### config.mk
export PLATFORM = sky130hd
export DESIGN_NAME = hrf_rx_filter
export DESIGN_NICKNAME = d
export VERILOG_FILES = /design/src/common/hrf_pkg.sv /design/src/core/hrf_rx_filter.sv
export VERILOG_INCLUDE_DIRS = /design/src /design/src/common
export SDC_FILE = /design/constraint.sdc
export NUM_CORES = 1
export LEC_CHECK = 0
export BUFFER_PORTS_ARGS = -buffer_cell sky130_fd_sc_hd__buf_2
export CORE_MARGIN = 2
export CORE_UTILIZATION = 57
export CTS_CLUSTER_DIAMETER = 60
export DETAILED_ROUTE_END_ITERATION = 6
export GPL_TIMING_DRIVEN = 0
export PLACE_DENSITY = 0.8
export SLEW_MARGIN = 20
export SYNTH_ARGS = -nofsm -noshare
export SYNTH_HDL_FRONTEND = slang
export SYNTH_SLANG_ARGS = --single-unit
### constraint.sdc
create_clock -name aclk -period 5.86 [get_ports aclk]
set_input_delay 0.586 -clock aclk [delete_from_list [all_inputs] [get_ports aclk]]
set_output_delay 0.586 -clock aclk [all_outputs]
set_load 0.005 [all_outputs]
### src/common/hrf_map.svh
`ifndef HRF_MAP_SVH
`define HRF_MAP_SVH
// ----------------------------------------------------------------
// register indices (byte address is four times the index)
// ----------------------------------------------------------------
`define HRF_IDX_CMP1_LO    8'h40
`define HRF_IDX_MASK1_LO   8'h44
`define HRF_IDX_MASK1_HI   8'h45
`define HRF_IDX_MASK2_LO   8'h46
`define HRF_IDX_MASK2_HI   8'h47
`define HRF_IDX_LIMIT_LO   8'h48
`define HRF_IDX_LIMIT_HI   8'h49
`define HRF_IDX_EVT0       8'h50
`define HRF_IDX_EVT1       8'h51
`define HRF_IDX_EVT2       8'h52
`define HRF_IDX_EMASK0     8'h54
`define HRF_IDX_EMASK1     8'h55
`define HRF_IDX_EMASK2     8'h56
`define HRF_IDX_BCNT_LO    8'h5A
`define HRF_IDX_BCNT_HI    8'h5B
`define HRF_IDX_CONFIG     8'h5C
`define HRF_IDX_CHSTAT     8'h5D
// ----------------------------------------------------------------
// reset values
// ----------------------------------------------------------------
`define HRF_RST_BYTE       8'h00
`define HRF_RST_EMASK0     8'hFF
`define HRF_RST_EMASK1     8'hFF
`define HRF_RST_EMASK2     8'h03
`define HRF_RST_CONFIG     8'h61
// ----------------------------------------------------------------
// field positions
// ----------------------------------------------------------------
`define HRF_LIMIT_ENABLE   7
`define HRF_LIMIT_SHIFT    5
`define HRF_CFG_HDLC       0
`define HRF_CFG_AUTO       1
`define HRF_CFG_ADDR       2
`define HRF_CFG_TWO_BYTE   3
`define HRF_CFG_DMA        4
`define HRF_CFG_THR_LO     5
`define HRF_BCNT_OVF       4
`define HRF_EVT1_USED      8'hFE
`define HRF_EVT2_USED      8'h03
`endif

### src/common/hrf_pkg.sv
package hrf_pkg;
	// receiver byte stream, one strobe per cycle
	typedef struct packed {
		logic       start;
		logic       byte_valid;
		logic [7:0] data;
		logic       frame_end;
		logic       line_abort;
		logic       crc_ok;
		logic       valid_frame;
	} hrf_rx_in_t;
	// automode frame checks from the protocol engine
	typedef struct packed {
		logic nr_error;
		logic s_with_info;
		logic rr_seen;
		logic rnr_seen;
	} hrf_auto_in_t;
	// link and transmit events collected here, one-cycle pulses
	typedef struct packed {
		logic [7:0] evt1;
		logic [1:0] evt2;
	} hrf_ext_ev_t;
	// write port into the receive fifo
	typedef struct packed {
		logic       valid;
		logic [7:0] data;
		logic       last;
	} hrf_fifo_wr_t;
	typedef enum logic [2:0] {
		ST_IDLE, ST_ADDR, ST_DATA, ST_STATUS, ST_DISCARD
	} hrf_state_t;
endpackage

### src/core/hrf_rx_filter.sv
// How it works
// - mask bit one makes address bit match
// - mask bit zero needs exact address bit
// - length check off when enable bit zero
// - count every byte written into fifo
// - limit equals field plus one times 32
// - over-length frame ends like aborted frame
// - length event comes before message end
// - status byte counts toward frame length
// - lost bytes raise overflow, marked in status
// - dma mode marks overflow in count high
// - whole frame dropped raises fifo overflow
// - automode protocol errors raise protocol event
// - automode rr/rnr change raises status event
// - pool full when fill reaches threshold
// - message end when frame tail stored
// - low count bits follow threshold setting; here the threshold only sets pool full, count low reads cnt_r[7:0] whole
// - status byte written last every frame not discarded
// - frame start on address or flag
// - masked events never drive interrupt; reset masked
`include "hrf_map.svh"
`timescale 1ns/1ps
`default_nettype none
module hrf_rx_filter #(
	parameter int AW = 12
) (
	// clock and reset
	input  wire logic                 aclk,
	input  wire logic                 aresetn,
	// axi4-lite write channels
	input  wire logic                 awvalid,
	output logic                      awready,
	input  wire logic [AW-1:0]        awaddr,
	input  wire logic [2:0]           awprot,
	input  wire logic                 wvalid,
	output logic                      wready,
	input  wire logic [31:0]          wdata,
	input  wire logic [3:0]           wstrb,
	output logic                      bvalid,
	input  wire logic                 bready,
	output logic [1:0]                bresp,
	// axi4-lite read channels
	input  wire logic                 arvalid,
	output logic                      arready,
	input  wire logic [AW-1:0]        araddr,
	input  wire logic [2:0]           arprot,
	output logic                      rvalid,
	input  wire logic                 rready,
	output logic [31:0]               rdata,
	output logic [1:0]                rresp,
	// receiver and protocol engine
	input  wire hrf_pkg::hrf_rx_in_t  rx,
	input  wire hrf_pkg::hrf_auto_in_t auto_ev,
	input  wire hrf_pkg::hrf_ext_ev_t ext_ev,
	// receive fifo
	output var hrf_pkg::hrf_fifo_wr_t fifo_wr,
	input  wire logic                 fifo_full,
	// interrupt
	output logic                      irq
);
	// ------------------------------------------------------------
	// helpers
	// ------------------------------------------------------------
	function automatic logic byte_hit(input logic [7:0] rcv, input logic [7:0] cmp,
		input logic [7:0] msk);
		byte_hit = ((rcv ^ cmp) & ~msk) == 8'h00;
	endfunction
	function automatic logic addr_ok(input logic [AW-1:0] a);
		addr_ok = (a[1:0] == 2'h0) && ((a >> 10) == '0);
	endfunction
	function automatic logic [7:0] reg_idx(input logic [AW-1:0] a);
		reg_idx = a[9:2];
	endfunction

	// ------------------------------------------------------------
	// storage
	// ------------------------------------------------------------
	logic [7:0]          cmp_r [4];
	logic [7:0]          mask_r [4];
	logic [7:0]          lim_lo_r, lim_hi_r, cfg_r;
	logic [7:0]          evt_r [3];
	logic [7:0]          emask_r [3];
	hrf_pkg::hrf_state_t st_r, st_nxt;
	logic [16:0]         cnt_r;
	logic [7:0]          hi_r;
	logic                hi_seen_r, ovf_r, abort_r, crc_r, vfr_r, remote_r;
	logic [1:0]          ha_r;
	logic                aw_hold_r, w_hold_r, bvalid_r, rvalid_r, irq_r;
	logic [AW-1:0]       awaddr_r;
	logic [7:0]          wdata_r, rdata_r, rd_val;
	logic                wstb_r, rd_ok, rresp_err_r, wr_do;
	logic [7:0]          ev0;
	logic                ev_length_exceeded_event, ev_rfs, ev_rme, ev_rpf, ev_rdo, ev_rfo;
	logic                hit1, hit2, match, over, len_on;
	logic [16:0]         limit;
	logic [4:0]          thr_mask;
	logic [7:0]          status_byte, clr [3];

	// ------------------------------------------------------------
	// address filter and length limit
	// ------------------------------------------------------------
	// two-byte mode compares the saved high byte as well
	always_comb begin
		hit1 = byte_hit(rx.data, cmp_r[0], mask_r[0]);
		hit2 = byte_hit(rx.data, cmp_r[2], mask_r[2]);
		if (cfg_r[`HRF_CFG_TWO_BYTE]) begin
			hit1 = hit1 && byte_hit(hi_r, cmp_r[1], mask_r[1]);
			hit2 = hit2 && byte_hit(hi_r, cmp_r[3], mask_r[3]);
		end
		match = hit1 || hit2;
	end
	// limit in bytes is (field + 1) * 32, status byte included
	assign limit  = (17'({lim_hi_r[2:0], lim_lo_r}) + 17'h00001) << `HRF_LIMIT_SHIFT;
	assign len_on = lim_hi_r[`HRF_LIMIT_ENABLE] && cfg_r[`HRF_CFG_HDLC];
	assign over   = len_on && ((cnt_r + 17'h00002) > limit);
	assign status_byte = {vfr_r, ovf_r, crc_r, abort_r, ha_r, 2'h0};

	// threshold setting picks how many low count bits the pool full check tests
	always_comb begin
		unique case (cfg_r[`HRF_CFG_THR_LO +: 2])
			2'h0: thr_mask = 5'h01;
			2'h1: thr_mask = 5'h03;
			2'h2: thr_mask = 5'h0F;
			2'h3: thr_mask = 5'h1F;
		endcase
	end

	// ------------------------------------------------------------
	// frame sequencer
	// ------------------------------------------------------------
	// decides the next state, fifo writes and receive events
	always_comb begin
		st_nxt  = st_r;
		fifo_wr = '0;
		fifo_wr.data = rx.data;
		ev_length_exceeded_event = 1'b0;
		ev_rfs  = 1'b0;
		ev_rme  = 1'b0;
		ev_rdo  = 1'b0;
		ev_rfo  = 1'b0;
		unique case (st_r)
			hrf_pkg::ST_IDLE: begin
				if (rx.start) begin
					if (cfg_r[`HRF_CFG_ADDR]) begin
						st_nxt = hrf_pkg::ST_ADDR;
					end else begin
						st_nxt = hrf_pkg::ST_DATA;
						ev_rfs = 1'b1;
					end
				end
			end
			hrf_pkg::ST_ADDR: begin
				if (rx.line_abort || rx.frame_end) begin
					st_nxt = hrf_pkg::ST_IDLE;
				end else if (rx.byte_valid &&
					!(cfg_r[`HRF_CFG_TWO_BYTE] && !hi_seen_r)) begin
					if (match) begin
						st_nxt = hrf_pkg::ST_DATA;
						ev_rfs = 1'b1;
					end else begin
						st_nxt = hrf_pkg::ST_DISCARD;
					end
				end
			end
			hrf_pkg::ST_DATA: begin
				if (rx.line_abort || rx.frame_end) begin
					st_nxt = hrf_pkg::ST_STATUS;
				end else if (rx.byte_valid) begin
					if (over) begin
						ev_length_exceeded_event = 1'b1;
						st_nxt  = hrf_pkg::ST_STATUS;
					end else if (fifo_full) begin
						if (cnt_r == 17'h00000) begin
							ev_rfo = 1'b1;
							st_nxt = hrf_pkg::ST_DISCARD;
						end else begin
							ev_rdo = 1'b1;
						end
					end else begin
						fifo_wr.valid = 1'b1;
					end
				end
			end
			hrf_pkg::ST_STATUS: begin
				// status waits for room so it is never lost
				if (!fifo_full) begin
					fifo_wr.valid = 1'b1;
					fifo_wr.data  = status_byte;
					fifo_wr.last  = 1'b1;
					ev_rme        = 1'b1;
					st_nxt        = hrf_pkg::ST_IDLE;
				end
			end
			hrf_pkg::ST_DISCARD: begin
				if (rx.line_abort || rx.frame_end) begin
					st_nxt = hrf_pkg::ST_IDLE;
				end
			end
		endcase
	end

	// pool full on each data byte that completes a threshold block
	assign ev_rpf = fifo_wr.valid && !fifo_wr.last &&
		(((cnt_r[4:0] + 5'h01) & thr_mask) == 5'h00);

	// state register
	always_ff @(posedge aclk) begin
		if (!aresetn) begin
			st_r <= hrf_pkg::ST_IDLE;
		end else begin
			st_r <= st_nxt;
		end
	end

	// byte count of the current frame, status byte included
	always_ff @(posedge aclk) begin
		if (!aresetn) begin
			cnt_r <= 17'h00000;
		end else if (st_r == hrf_pkg::ST_IDLE && rx.start) begin
			cnt_r <= 17'h00000;
		end else if (fifo_wr.valid) begin
			cnt_r <= cnt_r + 17'h00001;
		end
	end

	// per-frame status flags and address capture
	always_ff @(posedge aclk) begin
		if (!aresetn) begin
			hi_r      <= 8'h00;
			hi_seen_r <= 1'b0;
			ha_r      <= 2'h0;
			ovf_r     <= 1'b0;
			abort_r   <= 1'b0;
			crc_r     <= 1'b0;
			vfr_r     <= 1'b0;
		end else if (st_r == hrf_pkg::ST_IDLE && rx.start) begin
			hi_seen_r <= 1'b0;
			ha_r      <= 2'h0;
			ovf_r     <= 1'b0;
			abort_r   <= 1'b0;
			crc_r     <= 1'b0;
			vfr_r     <= 1'b0;
		end else if (st_r == hrf_pkg::ST_ADDR && rx.byte_valid) begin
			hi_r      <= rx.data;
			hi_seen_r <= 1'b1;
			ha_r      <= {hit2, hit1};
		end else if (st_r == hrf_pkg::ST_DATA) begin
			if (ev_rdo) begin
				ovf_r <= 1'b1;
			end
			if (rx.line_abort || ev_length_exceeded_event) begin
				abort_r <= 1'b1;
			end else if (rx.frame_end) begin
				crc_r <= rx.crc_ok;
				vfr_r <= rx.valid_frame;
			end
		end
	end

	// remote receiver state from rr / rnr frames in automode
	always_ff @(posedge aclk) begin
		if (!aresetn) begin
			remote_r <= 1'b0;
		end else if (cfg_r[`HRF_CFG_AUTO] && auto_ev.rnr_seen) begin
			remote_r <= 1'b1;
		end else if (cfg_r[`HRF_CFG_AUTO] && auto_ev.rr_seen) begin
			remote_r <= 1'b0;
		end
	end

	// receive event vector in status register bit order
	assign ev0 = {ev_rdo, ev_rfo,
		cfg_r[`HRF_CFG_AUTO] && (auto_ev.nr_error || auto_ev.s_with_info),
		cfg_r[`HRF_CFG_AUTO] && ((auto_ev.rnr_seen && !remote_r) ||
			(auto_ev.rr_seen && !auto_ev.rnr_seen && remote_r)),
		ev_rpf, ev_rme, ev_rfs, ev_length_exceeded_event};

	// ------------------------------------------------------------
	// axi4-lite slave
	// ------------------------------------------------------------
	assign awready = !aw_hold_r && !bvalid_r;
	assign wready  = !w_hold_r && !bvalid_r;
	assign arready = !rvalid_r;
	assign wr_do   = aw_hold_r && w_hold_r;
	assign bvalid  = bvalid_r;
	assign bresp   = 2'h0;
	assign rvalid  = rvalid_r;
	assign rdata   = {24'h000000, rdata_r};
	assign rresp   = rresp_err_r ? 2'h2 : 2'h0;
	assign irq     = irq_r;

	// address and data are caught in either order, then applied
	always_ff @(posedge aclk) begin
		if (!aresetn) begin
			aw_hold_r <= 1'b0;
			w_hold_r  <= 1'b0;
			bvalid_r  <= 1'b0;
			awaddr_r  <= '0;
			wdata_r   <= 8'h00;
			wstb_r    <= 1'b0;
		end else begin
			if (awvalid && awready) begin
				aw_hold_r <= 1'b1;
				awaddr_r  <= awaddr;
			end else if (wr_do) begin
				aw_hold_r <= 1'b0;
			end
			if (wvalid && wready) begin
				w_hold_r <= 1'b1;
				wdata_r  <= wdata[7:0];
				wstb_r   <= wstrb[0];
			end else if (wr_do) begin
				w_hold_r <= 1'b0;
			end
			if (wr_do) begin
				bvalid_r <= 1'b1;
			end else if (bready) begin
				bvalid_r <= 1'b0;
			end
		end
	end

	// software-written registers
	always_ff @(posedge aclk) begin
		if (!aresetn) begin
			for (int i = 0; i < 4; i++) begin
				cmp_r[i]  <= `HRF_RST_BYTE;
				mask_r[i] <= `HRF_RST_BYTE;
			end
			lim_lo_r   <= `HRF_RST_BYTE;
			lim_hi_r   <= `HRF_RST_BYTE;
			emask_r[0] <= `HRF_RST_EMASK0;
			emask_r[1] <= `HRF_RST_EMASK1;
			emask_r[2] <= `HRF_RST_EMASK2;
			cfg_r      <= `HRF_RST_CONFIG;
		end else if (wr_do && wstb_r && addr_ok(awaddr_r)) begin
			if ((reg_idx(awaddr_r) & 8'hFC) == `HRF_IDX_CMP1_LO) begin
				cmp_r[awaddr_r[3:2]] <= wdata_r;
			end
			if ((reg_idx(awaddr_r) & 8'hFC) == `HRF_IDX_MASK1_LO) begin
				mask_r[awaddr_r[3:2]] <= wdata_r;
			end
			if (reg_idx(awaddr_r) == `HRF_IDX_LIMIT_LO) lim_lo_r <= wdata_r;
			if (reg_idx(awaddr_r) == `HRF_IDX_LIMIT_HI) lim_hi_r <= wdata_r;
			if (reg_idx(awaddr_r) == `HRF_IDX_EMASK0) emask_r[0] <= wdata_r;
			if (reg_idx(awaddr_r) == `HRF_IDX_EMASK1) emask_r[1] <= wdata_r;
			if (reg_idx(awaddr_r) == `HRF_IDX_EMASK2) emask_r[2] <= wdata_r;
			if (reg_idx(awaddr_r) == `HRF_IDX_CONFIG) cfg_r <= wdata_r;
		end
	end

	// read multiplexer
	always_comb begin
		rd_val = 8'h00;
		rd_ok  = addr_ok(araddr);
		if ((reg_idx(araddr) & 8'hFC) == `HRF_IDX_CMP1_LO) begin
			rd_val = cmp_r[araddr[3:2]];
		end else if ((reg_idx(araddr) & 8'hFC) == `HRF_IDX_MASK1_LO) begin
			rd_val = mask_r[araddr[3:2]];
		end else begin
			case (reg_idx(araddr))
				`HRF_IDX_LIMIT_LO: rd_val = lim_lo_r;
				`HRF_IDX_LIMIT_HI: rd_val = lim_hi_r;
				`HRF_IDX_EVT0:     rd_val = evt_r[0];
				`HRF_IDX_EVT1:     rd_val = evt_r[1];
				`HRF_IDX_EVT2:     rd_val = evt_r[2];
				`HRF_IDX_EMASK0:   rd_val = emask_r[0];
				`HRF_IDX_EMASK1:   rd_val = emask_r[1];
				`HRF_IDX_EMASK2:   rd_val = emask_r[2];
				`HRF_IDX_BCNT_LO:  rd_val = cnt_r[7:0];
				`HRF_IDX_BCNT_HI:  rd_val = {3'h0,
					cfg_r[`HRF_CFG_DMA] && ovf_r, cnt_r[11:8]};
				`HRF_IDX_CONFIG:   rd_val = cfg_r;
				`HRF_IDX_CHSTAT:   rd_val = {7'h00, remote_r};
				default:           rd_ok  = 1'b0;
			endcase
		end
	end

	// read data is captured when the address is taken
	always_ff @(posedge aclk) begin
		if (!aresetn) begin
			rvalid_r    <= 1'b0;
			rdata_r     <= 8'h00;
			rresp_err_r <= 1'b0;
		end else if (arvalid && arready) begin
			rvalid_r    <= 1'b1;
			rdata_r     <= rd_ok ? rd_val : 8'h00;
			rresp_err_r <= !rd_ok;
		end else if (rready) begin
			rvalid_r <= 1'b0;
		end
	end

	// ------------------------------------------------------------
	// event status registers
	// ------------------------------------------------------------
	// a read clears only the bits it returned; a new event wins
	generate
		for (genvar g = 0; g < 3; g++) begin : g_evt
			assign clr[g] = (arvalid && arready && addr_ok(araddr) &&
				reg_idx(araddr) == (`HRF_IDX_EVT0 + 8'(g))) ? evt_r[g] : 8'h00;
		end
	endgenerate

	always_ff @(posedge aclk) begin
		if (!aresetn) begin
			evt_r[0] <= 8'h00;
			evt_r[1] <= 8'h00;
			evt_r[2] <= 8'h00;
		end else begin
			evt_r[0] <= (evt_r[0] & ~clr[0]) | ev0;
			evt_r[1] <= ((evt_r[1] & ~clr[1]) | ext_ev.evt1) & `HRF_EVT1_USED;
			evt_r[2] <= ((evt_r[2] & ~clr[2]) | {6'h00, ext_ev.evt2}) & `HRF_EVT2_USED;
		end
	end

	// interrupt line from unmasked pending events
	always_ff @(posedge aclk) begin
		if (!aresetn) begin
			irq_r <= 1'b0;
		end else begin
			irq_r <= |(evt_r[0] & ~emask_r[0]) | |(evt_r[1] & ~emask_r[1]) |
				|(evt_r[2] & ~emask_r[2]);
		end
	end
endmodule // hrf_rx_filter
`default_nettype wire

== Word-level counts from Yosys, hierarchy flattened ==
Memory sizes are Yosys's and may differ from the RTL's.
Cells that the tools add are included.

* Flip-flop bits (word level): 95
* Output and inout port bits: 52
* Bits in read-only memories: 0
* Memories kept: 4
* Bits in writable memories: 112
* Word-level logic and storage cells: 287
* Bits in latches: 0
* Input port bits: 102

{| class="wikitable"
|+ Memories
! memory !! words !! width !! rd ports !! clocked after memory_dff !! wr ports !! line !! source
|-
| cmp_r || 4 || 8 || 5 || 0 || 4 || hrf_rx_filter.sv:78 || <nowiki>logic [7:0] cmp_r [4];</nowiki>
|-
| mask_r || 4 || 8 || 5 || 0 || 4 || hrf_rx_filter.sv:79 || <nowiki>logic [7:0] mask_r [4];</nowiki>
|-
| emask_r || 3 || 8 || 3 || 0 || 3 || hrf_rx_filter.sv:82 || <nowiki>logic [7:0] emask_r [3];</nowiki>
|-
| evt_r || 3 || 8 || 3 || 0 || 3 || hrf_rx_filter.sv:81 || <nowiki>logic [7:0] evt_r [3];</nowiki>
|}

* Reduce and logical (&&, ||, !) cells: 79
* Shifts and indexed selects: 0
* Muxes and demuxes: 100
* Equal/unequal tests: 36
* $mul: 0
* $lt $le $gt $ge: 1
* Bitwise logic cells: 40
* Divide/modulo/power cells: 0
* $add $sub $neg: 4

{| class="wikitable"
|+ Operator list
! kind !! count
|-
| $eq 8x7->1 const B || 18
|-
| $mux 8 || 13
|-
| $pmux 8 s12 || 1
|-
| $and 8x8->8 || 9
|-
| $not 8->8 || 9
|-
| $mux 1 || 64
|-
| $reduce_or 8->1 || 5
|-
| $mux 3 || 11
|-
| $logic_and 1x1->1 || 32
|-
| $logic_not 8->1 || 4
|-
| $xor 8x8->8 || 4
|-
| $eq 6x5->1 const B || 4
|-
| $logic_not 12->1 || 2
|-
| $pmux 5 s4 || 1
|-
| $add 17x1->17 const B || 1
|-
| $add 17x2->17 const B || 1
|-
| $gt 17x17->1 || 1
|-
| $logic_not 17->1 || 1
|-
| $or 8x8->8 || 2
|-
| $pmux 3 s5 || 1
|-
| $add 11x1->12 const B || 1
|-
| $reduce_or 12->1 || 1
|-
| $logic_not 1->1 || 10
|-
| $mux 10 || 1
|-
| 28 further kinds || 63
|}

== Depth between registers and ports, before layout ==
Gate-level depths: netlist of the first run.
An unclocked memory read counts as a cell.

* Depth after elaboration: 13
* Depth in mapped cells: 16

== Worst setup path after synthesis of the first run ==
No wires, ideal clock.

* Kind: flip-flop to output port
* From: reg cnt_r[1]
* To: out fifo_wr[9] in the netlist's numbering
* Cell stages (with the launch flop): 15
* Arrival: 2.918 ns
* Path slack: 2.356 ns
* Cells stage by stage: dfxtp_1 -> ha_1 -> and3_1 -> and3_1 -> buf_4 -> and4_1 -> nand3_1 -> xnor2_1 -> ha_1 -> nand2_1 -> nor2_1 -> o21ai_1 -> a211oi_4 -> buf_6 -> nor2_4

{| class="wikitable"
|+ RTL lines
! item !! line !! source
|-
| start, declared || hrf_rx_filter.sv:84 || <nowiki>logic [16:0] cnt_r;</nowiki>
|-
| start signal, assigned || hrf_rx_filter.sv:222 || <nowiki>cnt_r <= cnt_r + 17'h00001;</nowiki>
|-
| end, declared || hrf_rx_filter.sv:56 || <nowiki>output var hrf_pkg::hrf_fifo_wr_t fifo_wr,</nowiki>
|}

==> run_results.csv, run 1 <==
group,metric,value,unit
status,status,"finished, final reports clean",
drt,drt_wl_total,33.8,mm
power_and_ir_drop,power.internal,2.29,mW
synth,ys_seq_area_frac,0.455,
timing,worst_slew_pin_slew,1.08,ns
power_and_ir_drop,p_leak,4.67,nW
worst_setup_path,r2r_cells,16,
worst_setup_path,r2r_start,"cnt_r[1]",
clocking,cts_tree,"done",
final_layout,diodes,0,
clocking,htreeDepth,4,
timing,fin_crit_sh,0.800,
worst_setup_path,critPathArrivalTime,4.10,ns
drt,firstDrtPassIters,7,
worst_setup_path,cp-end-kind,"primary output",
power_and_ir_drop,power_per_cell_area,267,mW/mm²
synth,synth_edf_count,88,
synth,synth_area_leaders,"edfxtp_1 25%, dfxtp_1 21%, nand2_1 5.9%, xnor2_1 4.7%, a21oi_1 4.2%",
timing,slew_viol_final,0,
floorplan,core_area,0.0186,mm²
drt,final_antenna_net_count,0,
power_and_ir_drop,clkPwrFrac,0.383,
drt,drc,0,
worst_hold_path,min_from,"rready",
floorplan,dieArea,0.0200,mm²
power_and_ir_drop,switching_share,0.298,
floorplan,die_h,141,µm
synth,avgSynthCellArea,9.40,µm²
worst_setup_path,crit_path_start_kind,"flip-flop",
clocking,cts_buffers,17,
drt,viasPerCell,6.11,
power_and_ir_drop,pwr-share-seq,0.478,
synth,synth_top_area_cell,"edfxtp_1",
final_layout,fillCellCount,1571,
clocking,post_cts_buffers,0,
power_and_ir_drop,fin_total_pwr,3.26,mW
placement,place.port_buffers,90,
synth,synth_area,0.0107,mm²
clocking,clock_path_buffers,2,
clocking,cts-hold-fix-buffers,0,
power_and_ir_drop,vdd_drop_max,0.249,mV
final_layout,synthToLayoutAreaGrowth,13.8,%
grt,grt_max_degree,23,
clocking,clk_latency,0.45,ns
clocking,cts_root_buf,"clkbuf_16",
worst_setup_path,rrSetupSlack,2.01,ns
power_and_ir_drop,p_comb_frac,0.139,
floorplan,die_w,141,µm
worst_setup_path,worst_r2r_endpoint,"cnt_r[0]",
worst_setup_path,required,5.27,ns
final_layout,final_nets,1396,
synth,netlist_instances,1142,
synth,synth_warnings,0,
final_layout,layout-drive-gt1-share,0.178,
final_layout,layout_common_cells,"170 x nand2_1, 112 x dfxtp_1, 111 x buf_2",
clocking,clock_sinks,200,
grt,grt_pass1_vias,8724,
placement,place_area,0.0116,mm²
floorplan,io_pins,154,
synth,synth.distinct_cells,76,
drt,drtIter0Drc,1182,
timing,rsz0062_at_grt,"no",
synth,synth_top_area_frac,0.246,
drt,vias,9305,
placement,hpwl,26.1,mm
worst_setup_path,critPathKind,"flip-flop to primary output",
floorplan,start_util,0.578,
timing,finalSetupTns,0,ns
placement,gp_congestion,1.03,
worst_hold_path,hold_class,"input pin to flip-flop",
timing,report.final.setup_viol,0,
power_and_ir_drop,net-switching-power,0.972,mW
grt,gr-total-overflow,0,
grt,grt_pass1_wl,50.3,mm
floorplan,row_count,50,
final_layout,instances_no_fill,1524,
synth,ys_ff_latch,200,
timing,maxSlewHeadroom,0.262,
synth,synth_flop_cell,"dfxtp_1",
final_layout,final_common_cell,"nand2_1",
clocking,cts_resized,0,
synth,synthArstFlopShare,0,
final_layout,design_area,0.0122,mm²
grt,gr-usage-all-layers,0.339,
worst_hold_path,min_to,"rvalid",
timing,hold_viol,0,
clocking,clkTransAtPathRegs,0.08,ns
timing,min_period,4.69,ns
drt,wire_per_inst,22.2,µm
worst_hold_path,hold_depth,2,
grt,antenna_found_initial,0,
job,drv_cap,0,
final_layout,final_core_util,0.658,
timing,max_freq,213,MHz
timing,finClkSkew,0.0143,ns
worst_setup_path,crit_fanout,10,
placement,placed_cells,1492,
[sequential cells by signal (all words and copies together) (netlist names), 2 cells and up]
register  flops
evt_r        17
lim_lo_r      8
ha_r          2
hi_r          8
cmp_r        32
mask_r       32
awaddr_r     12
cfg_r         8
rdata_r       8
st_r          3
wdata_r       8
cnt_r        17
lim_hi_r      8
emask_r      24
[power by group through the flow]
stage | clock (mW) | combinational (mW) | sequential [mW]
6_report | 1.25 | 0.454 | 1.56
5_1_grt | 1.31 | 0.493 | 1.57
4_1_cts | 1.25 | 0.446 | 1.56
3_5_place_dp | 0 | 0.444 | 1.59
3_3_place_gp | 0 | 0.438 | 1.59
2_1_floorplan | 0 | 0.304 | 1.57
[cell type report]
class                      count  area [µm²]  share of cell area
buffer                       101         538              0.0440
multi-input combinational    835        5300               0.434
timing repair buffer          90         450              0.0369
inverter                      32         120             0.00983
clock buffer                  19         454              0.0372
clock inverter                13         179              0.0146
sequential                   200        4880               0.400
tap                          234         293              0.0240
[worst max-delay path, stage by stage, from the launching register on]
cell      delay [ns]
dfxtp_1         0.46
ha_1            0.26
and3_1          0.24
and3_1          0.17
buf_4           0.13
and4_1          0.28
nand3_1         0.19
xnor2_1         0.18
ha_1            0.30
nand2_1         0.07
nor2_1          0.19
o21ai_1         0.20
a211oi_4        0.51
buf_6           0.26
nor2_4          0.07
buf_2           0.14
[how the worst max path moves through the flow]
stage	from	to	cells past startpoint
3_3_place_gp	cnt_r[1]	fifo_wr[9]	15
2_1_floorplan	cnt_r[1]	fifo_wr[9]	14
4_1_cts	cnt_r[1]	fifo_wr[9]	15
3_5_place_dp	cnt_r[1]	fifo_wr[9]	15
6_report	cnt_r[1]	fifo_wr[9]	15
5_1_grt	cnt_r[1]	fifo_wr[9]	15
[through the flow]
step / hold slack (ns) / worst slack, ns
final: 0.328 / 1.17
after global routing: 0.325 / 0.932
after CTS: 0.331 / 1.26
after detailed placement: 0.438 / 1.76
after global placement: 0.435 / 1.79
after floorplan: 0.426 / 2.36
[cell usage after synthesis, types with 4 or more instances]
cell	instances
a211oi_1	8
a21oi_1	91
a221oi_1	4
a22o_1	6
a22oi_1	6
a31oi_1	6
and2_1	29
and3_1	56
buf_1	6
buf_2	21
buf_4	31
clkbuf_1	40
dfxtp_1	112
edfxtp_1	88
ha_1	17
inv_1	32
mux2_2	11
mux2i_1	18
mux4_2	16
nand2_1	170
nand2b_1	11
nand3_1	31
nand3b_1	4
nand4_1	7
nor2_1	75
nor2b_1	5
nor3_1	11
nor3_2	7
nor3b_2	4
nor4_1	14
o211ai_1	4
o21ai_0	34
o22ai_1	23
o31ai_1	4
or3_1	8
xnor2_1	58
xor2_1	17
[cells by family (layout without fill, tap and decap cells)]
group / after synthesis / in the layout / synth area share
other: 1 / 27 / 0.000349
buffers and inverters: 133 / 255 / 0.0613
adders and majority gates: 17 / 17 / 0.0198
muxes: 45 / 45 / 0.0619
AOI/OAI and AO/OA: 219 / 219 / 0.127
DFF: 200 / 200 / 0.455
xor gates and xnor gates: 75 / 75 / 0.0612
and+or+nand+nor: 452 / 452 / 0.214
[metal layers]
metal	part of all wire	global-route usage	vias up
li1	-	-	4283
met4	0.032	0.120	0
met3	0.10	0.0675	74
met2	0.45	0.524	517
met5	0	0	-
met1	0.41	0.479	4431
(Power assumes the default switching activity.)
==> inputs of run 2 (changes only) <==
--- a/config.mk
+++ b/config.mk
@@ -8,11 +8,11 @@
 export LEC_CHECK = 0
 export BUFFER_PORTS_ARGS = -buffer_cell sky130_fd_sc_hd__buf_2
 export CORE_MARGIN = 2
-export CORE_UTILIZATION = 57
+export CORE_UTILIZATION = 52
 export CTS_CLUSTER_DIAMETER = 60
 export DETAILED_ROUTE_END_ITERATION = 6
 export GPL_TIMING_DRIVEN = 0
-export PLACE_DENSITY = 0.8
+export PLACE_DENSITY = 0.77
 export SLEW_MARGIN = 20
 export SYNTH_ARGS = -nofsm -noshare
 export SYNTH_HDL_FRONTEND = slang
==> constraint.sdc (replaced) <==
create_clock -name aclk -period 3.85 [get_ports aclk]
set_input_delay 0.385 -clock aclk [delete_from_list [all_inputs] [get_ports aclk]]
set_output_delay 0.385 -clock aclk [all_outputs]
set_load 0.005 [all_outputs]
==> run 2 against run 1 <==
Compared with the run above:
- the run now ends with DRC left
- global-route usage is 2.2 points lower
- routed wire length is 2.2% higher
- combinational power is 53% higher
- clock skew is 0.0023 ns lower
- die area is 9.3% higher
- design area is 1.3% higher
- sequential share of layout area is 0.46 points lower
- critical path type unchanged
- highest routed layer unchanged
==> run_results.csv, run 2 (same netlist as run 1, synthesis figures left out) <==
group,metric,value,unit
placement,gp_congestion,0.988,
final_layout,layout-drive-gt1-share,0.196,
status,violations,"DRC",
final_layout,seqCellArea,0.00489,mm²
power_and_ir_drop,p_leak,4.71,nW
timing,finClkSkew,0.0120,ns
worst_setup_path,crit_fanout,5,
placement,dp_slack,-0.0216,ns
drt,viasPerCell,5.92,
grt,grt_pass1_wl,51.7,mm
floorplan,io_pins,154,
worst_setup_path,startpoint,"cnt_r[1]",
worst_setup_path,critPathArrivalTime,3.41,ns
worst_hold_path,hold_depth,2,
placement,place.port_buffers,90,
drt,wire_per_inst,22.1,µm
floorplan,dieArea,0.0218,mm²
placement,place_area,0.0116,mm²
drt,final_antenna_net_count,0,
final_layout,synthToLayoutAreaGrowth,15.3,%
worst_hold_path,min_from,"rready",
floorplan,die_w,148,µm
final_layout,diodes,0,
drt,drt_wl_total,34.5,mm
clocking,cts_buffers,17,
worst_setup_path,r2r_start,"cnt_r[1]",
timing,maxSlewHeadroom,0.352,
worst_setup_path,required,3.46,ns
clocking,cts_tree,"done",
timing,worst_slew_pin_slew,0.947,ns
power_and_ir_drop,power_per_cell_area,399,mW/mm²
final_layout,layout_common_cells,"169 x nand2_1, 111 x buf_2, 109 x dfxtp_1",
drt,drc,2,
timing,fin_crit_sh,0.986,
final_layout,design_area,0.0124,mm²
clocking,htreeDepth,4,
final_layout,final_nets,1400,
placement,hpwl,26.3,mm
worst_setup_path,rrSetupSlack,0.36,ns
floorplan,die_h,148,µm
worst_hold_path,min_to,"rvalid",
timing,slew_viol_final,0,
final_layout,fillCellCount,1736,
clocking,clock_sinks,200,
timing,whs,0.121,ns
drt,vias,9254,
grt,gr-usage-all-layers,0.317,
timing,max_freq,263,MHz
job,drv_cap,0,
clocking,cts_root_buf,"clkbuf_16",
worst_setup_path,crit_path_start_kind,"flip-flop",
clocking,clkTransAtPathRegs,0.08,ns
final_layout,multi_input_area,0.00538,mm²
timing,layout_setup_ws,0.0525,ns
final_layout,final_core_util,0.612,
clocking,clock_path_buffers,2,
drt,firstDrtPassIters,7,
floorplan,start_util,0.531,
timing,min_period,3.80,ns
timing,report.final.setup_viol,0,
clocking,clk_latency,0.45,ns
floorplan,core_area,0.0202,mm²
timing,hold_viol,0,
final_layout,final_common_cell,"nand2_1",
grt,gr-total-overflow,0,
worst_setup_path,critPathKind,"flip-flop to primary output",
grt,antenna_found_initial,0,
drt,drtIter0Drc,890,
power_and_ir_drop,fin_total_pwr,4.94,mW
final_layout,largestRegisters,"cmp_r (32), mask_r (32), emask_r (24)",
status,status,"finished with violations",
floorplan,row_count,52,
worst_setup_path,cp-end-kind,"primary output",
grt,grt_pass1_vias,8768,
worst_hold_path,hold_class,"input pin to flip-flop",
worst_setup_path,worst_r2r_endpoint,"cnt_r[12]",
power_and_ir_drop,vdd_drop_max,0.374,mV
worst_setup_path,r2r_cells,18,
grt,grt_max_degree,23,
[run 2: cell types whose count changed in the layout (fill, tap and decap cells not counted), moves of 2 or more]
cell and delta:
and3_1 -2, dfxtp_1 -3, clkinv_8 +2, inv_12 -2, and3_4 +2, clkbuf_1 -3, a21oi_1 -2, dfxtp_2 +2
a21oi_2 +2, inv_6 +3, o21ai_2 +2, buf_4 +5
[run 2: critical path, stage by stage (launching register included)]
cell and delay [ns]:
dfxtp_4 0.39, ha_4 0.15, and3_4 0.21, and3_4 0.18, buf_6 0.11, and4_4 0.26, nand3_4 0.11, xnor2_2 0.17
ha_1 0.32, nand2_2 0.11, nor2_4 0.05, a31o_2 0.27, a211oi_4 0.27, buf_6 0.16, nor2_4 0.05, buf_2 0.14
[run 2: final cells by class]
class                   count  share of cell area
well taps                 270              0.0273
clock buffers              18              0.0355
multi-input cells         835               0.434
repair buffers             96              0.0400
plain buffers              99              0.0431
clock inverters            14              0.0150
inverters                  32             0.00970
flip-flops and latches    200               0.395
[run 2: worst max-delay path by stage]
stage | end | slack [ns] | cells after the start
CTS | fifo_wr[9] | 0.006 | 14
floorplan | fifo_wr[9] | 0.55 | 14
global route | fifo_wr[9] | -0.03 | 15
finish | fifo_wr[9] | 0.05 | 15
global placement | fifo_wr[9] | 0.005 | 15
detailed placement | fifo_wr[9] | -0.02 | 15
[run 2: through the flow]
stage	setup TNS, ns	std cells
after floorplan	0	1168
after global placement	0	1528
after detailed placement	-0.0216	1528
after CTS	0	1561
after global routing	-0.0260	1564
final	0	1564
[run 2: what timing repair did]
item,4_1_cts,5_1_grt
hold buffers,0,0
buffers inserted,2,4
resized for setup,11,12
pin swaps,1,9
setup endpoints to repair,1,1
[run 2: report_power, final]
part	switching, mW	internal [mW]	total (mW)
logic	0.434	0.259	0.693
registers	0.0846	2.29	2.38
clock network	0.962	0.909	1.87
[run 2: metal layers]
layer | vias up | wire length [µm] | global-route usage | share of wire
met3 | 75 | 3260 | 0.0528 | 0.094
met1 | 4395 | 14000 | 0.442 | 0.41
li1 | 4298 | - | - | -
met4 | 0 | 1420 | 0.136 | 0.041
met5 | - | 0 | 0 | 0
met2 | 486 | 15800 | 0.492 | 0.46
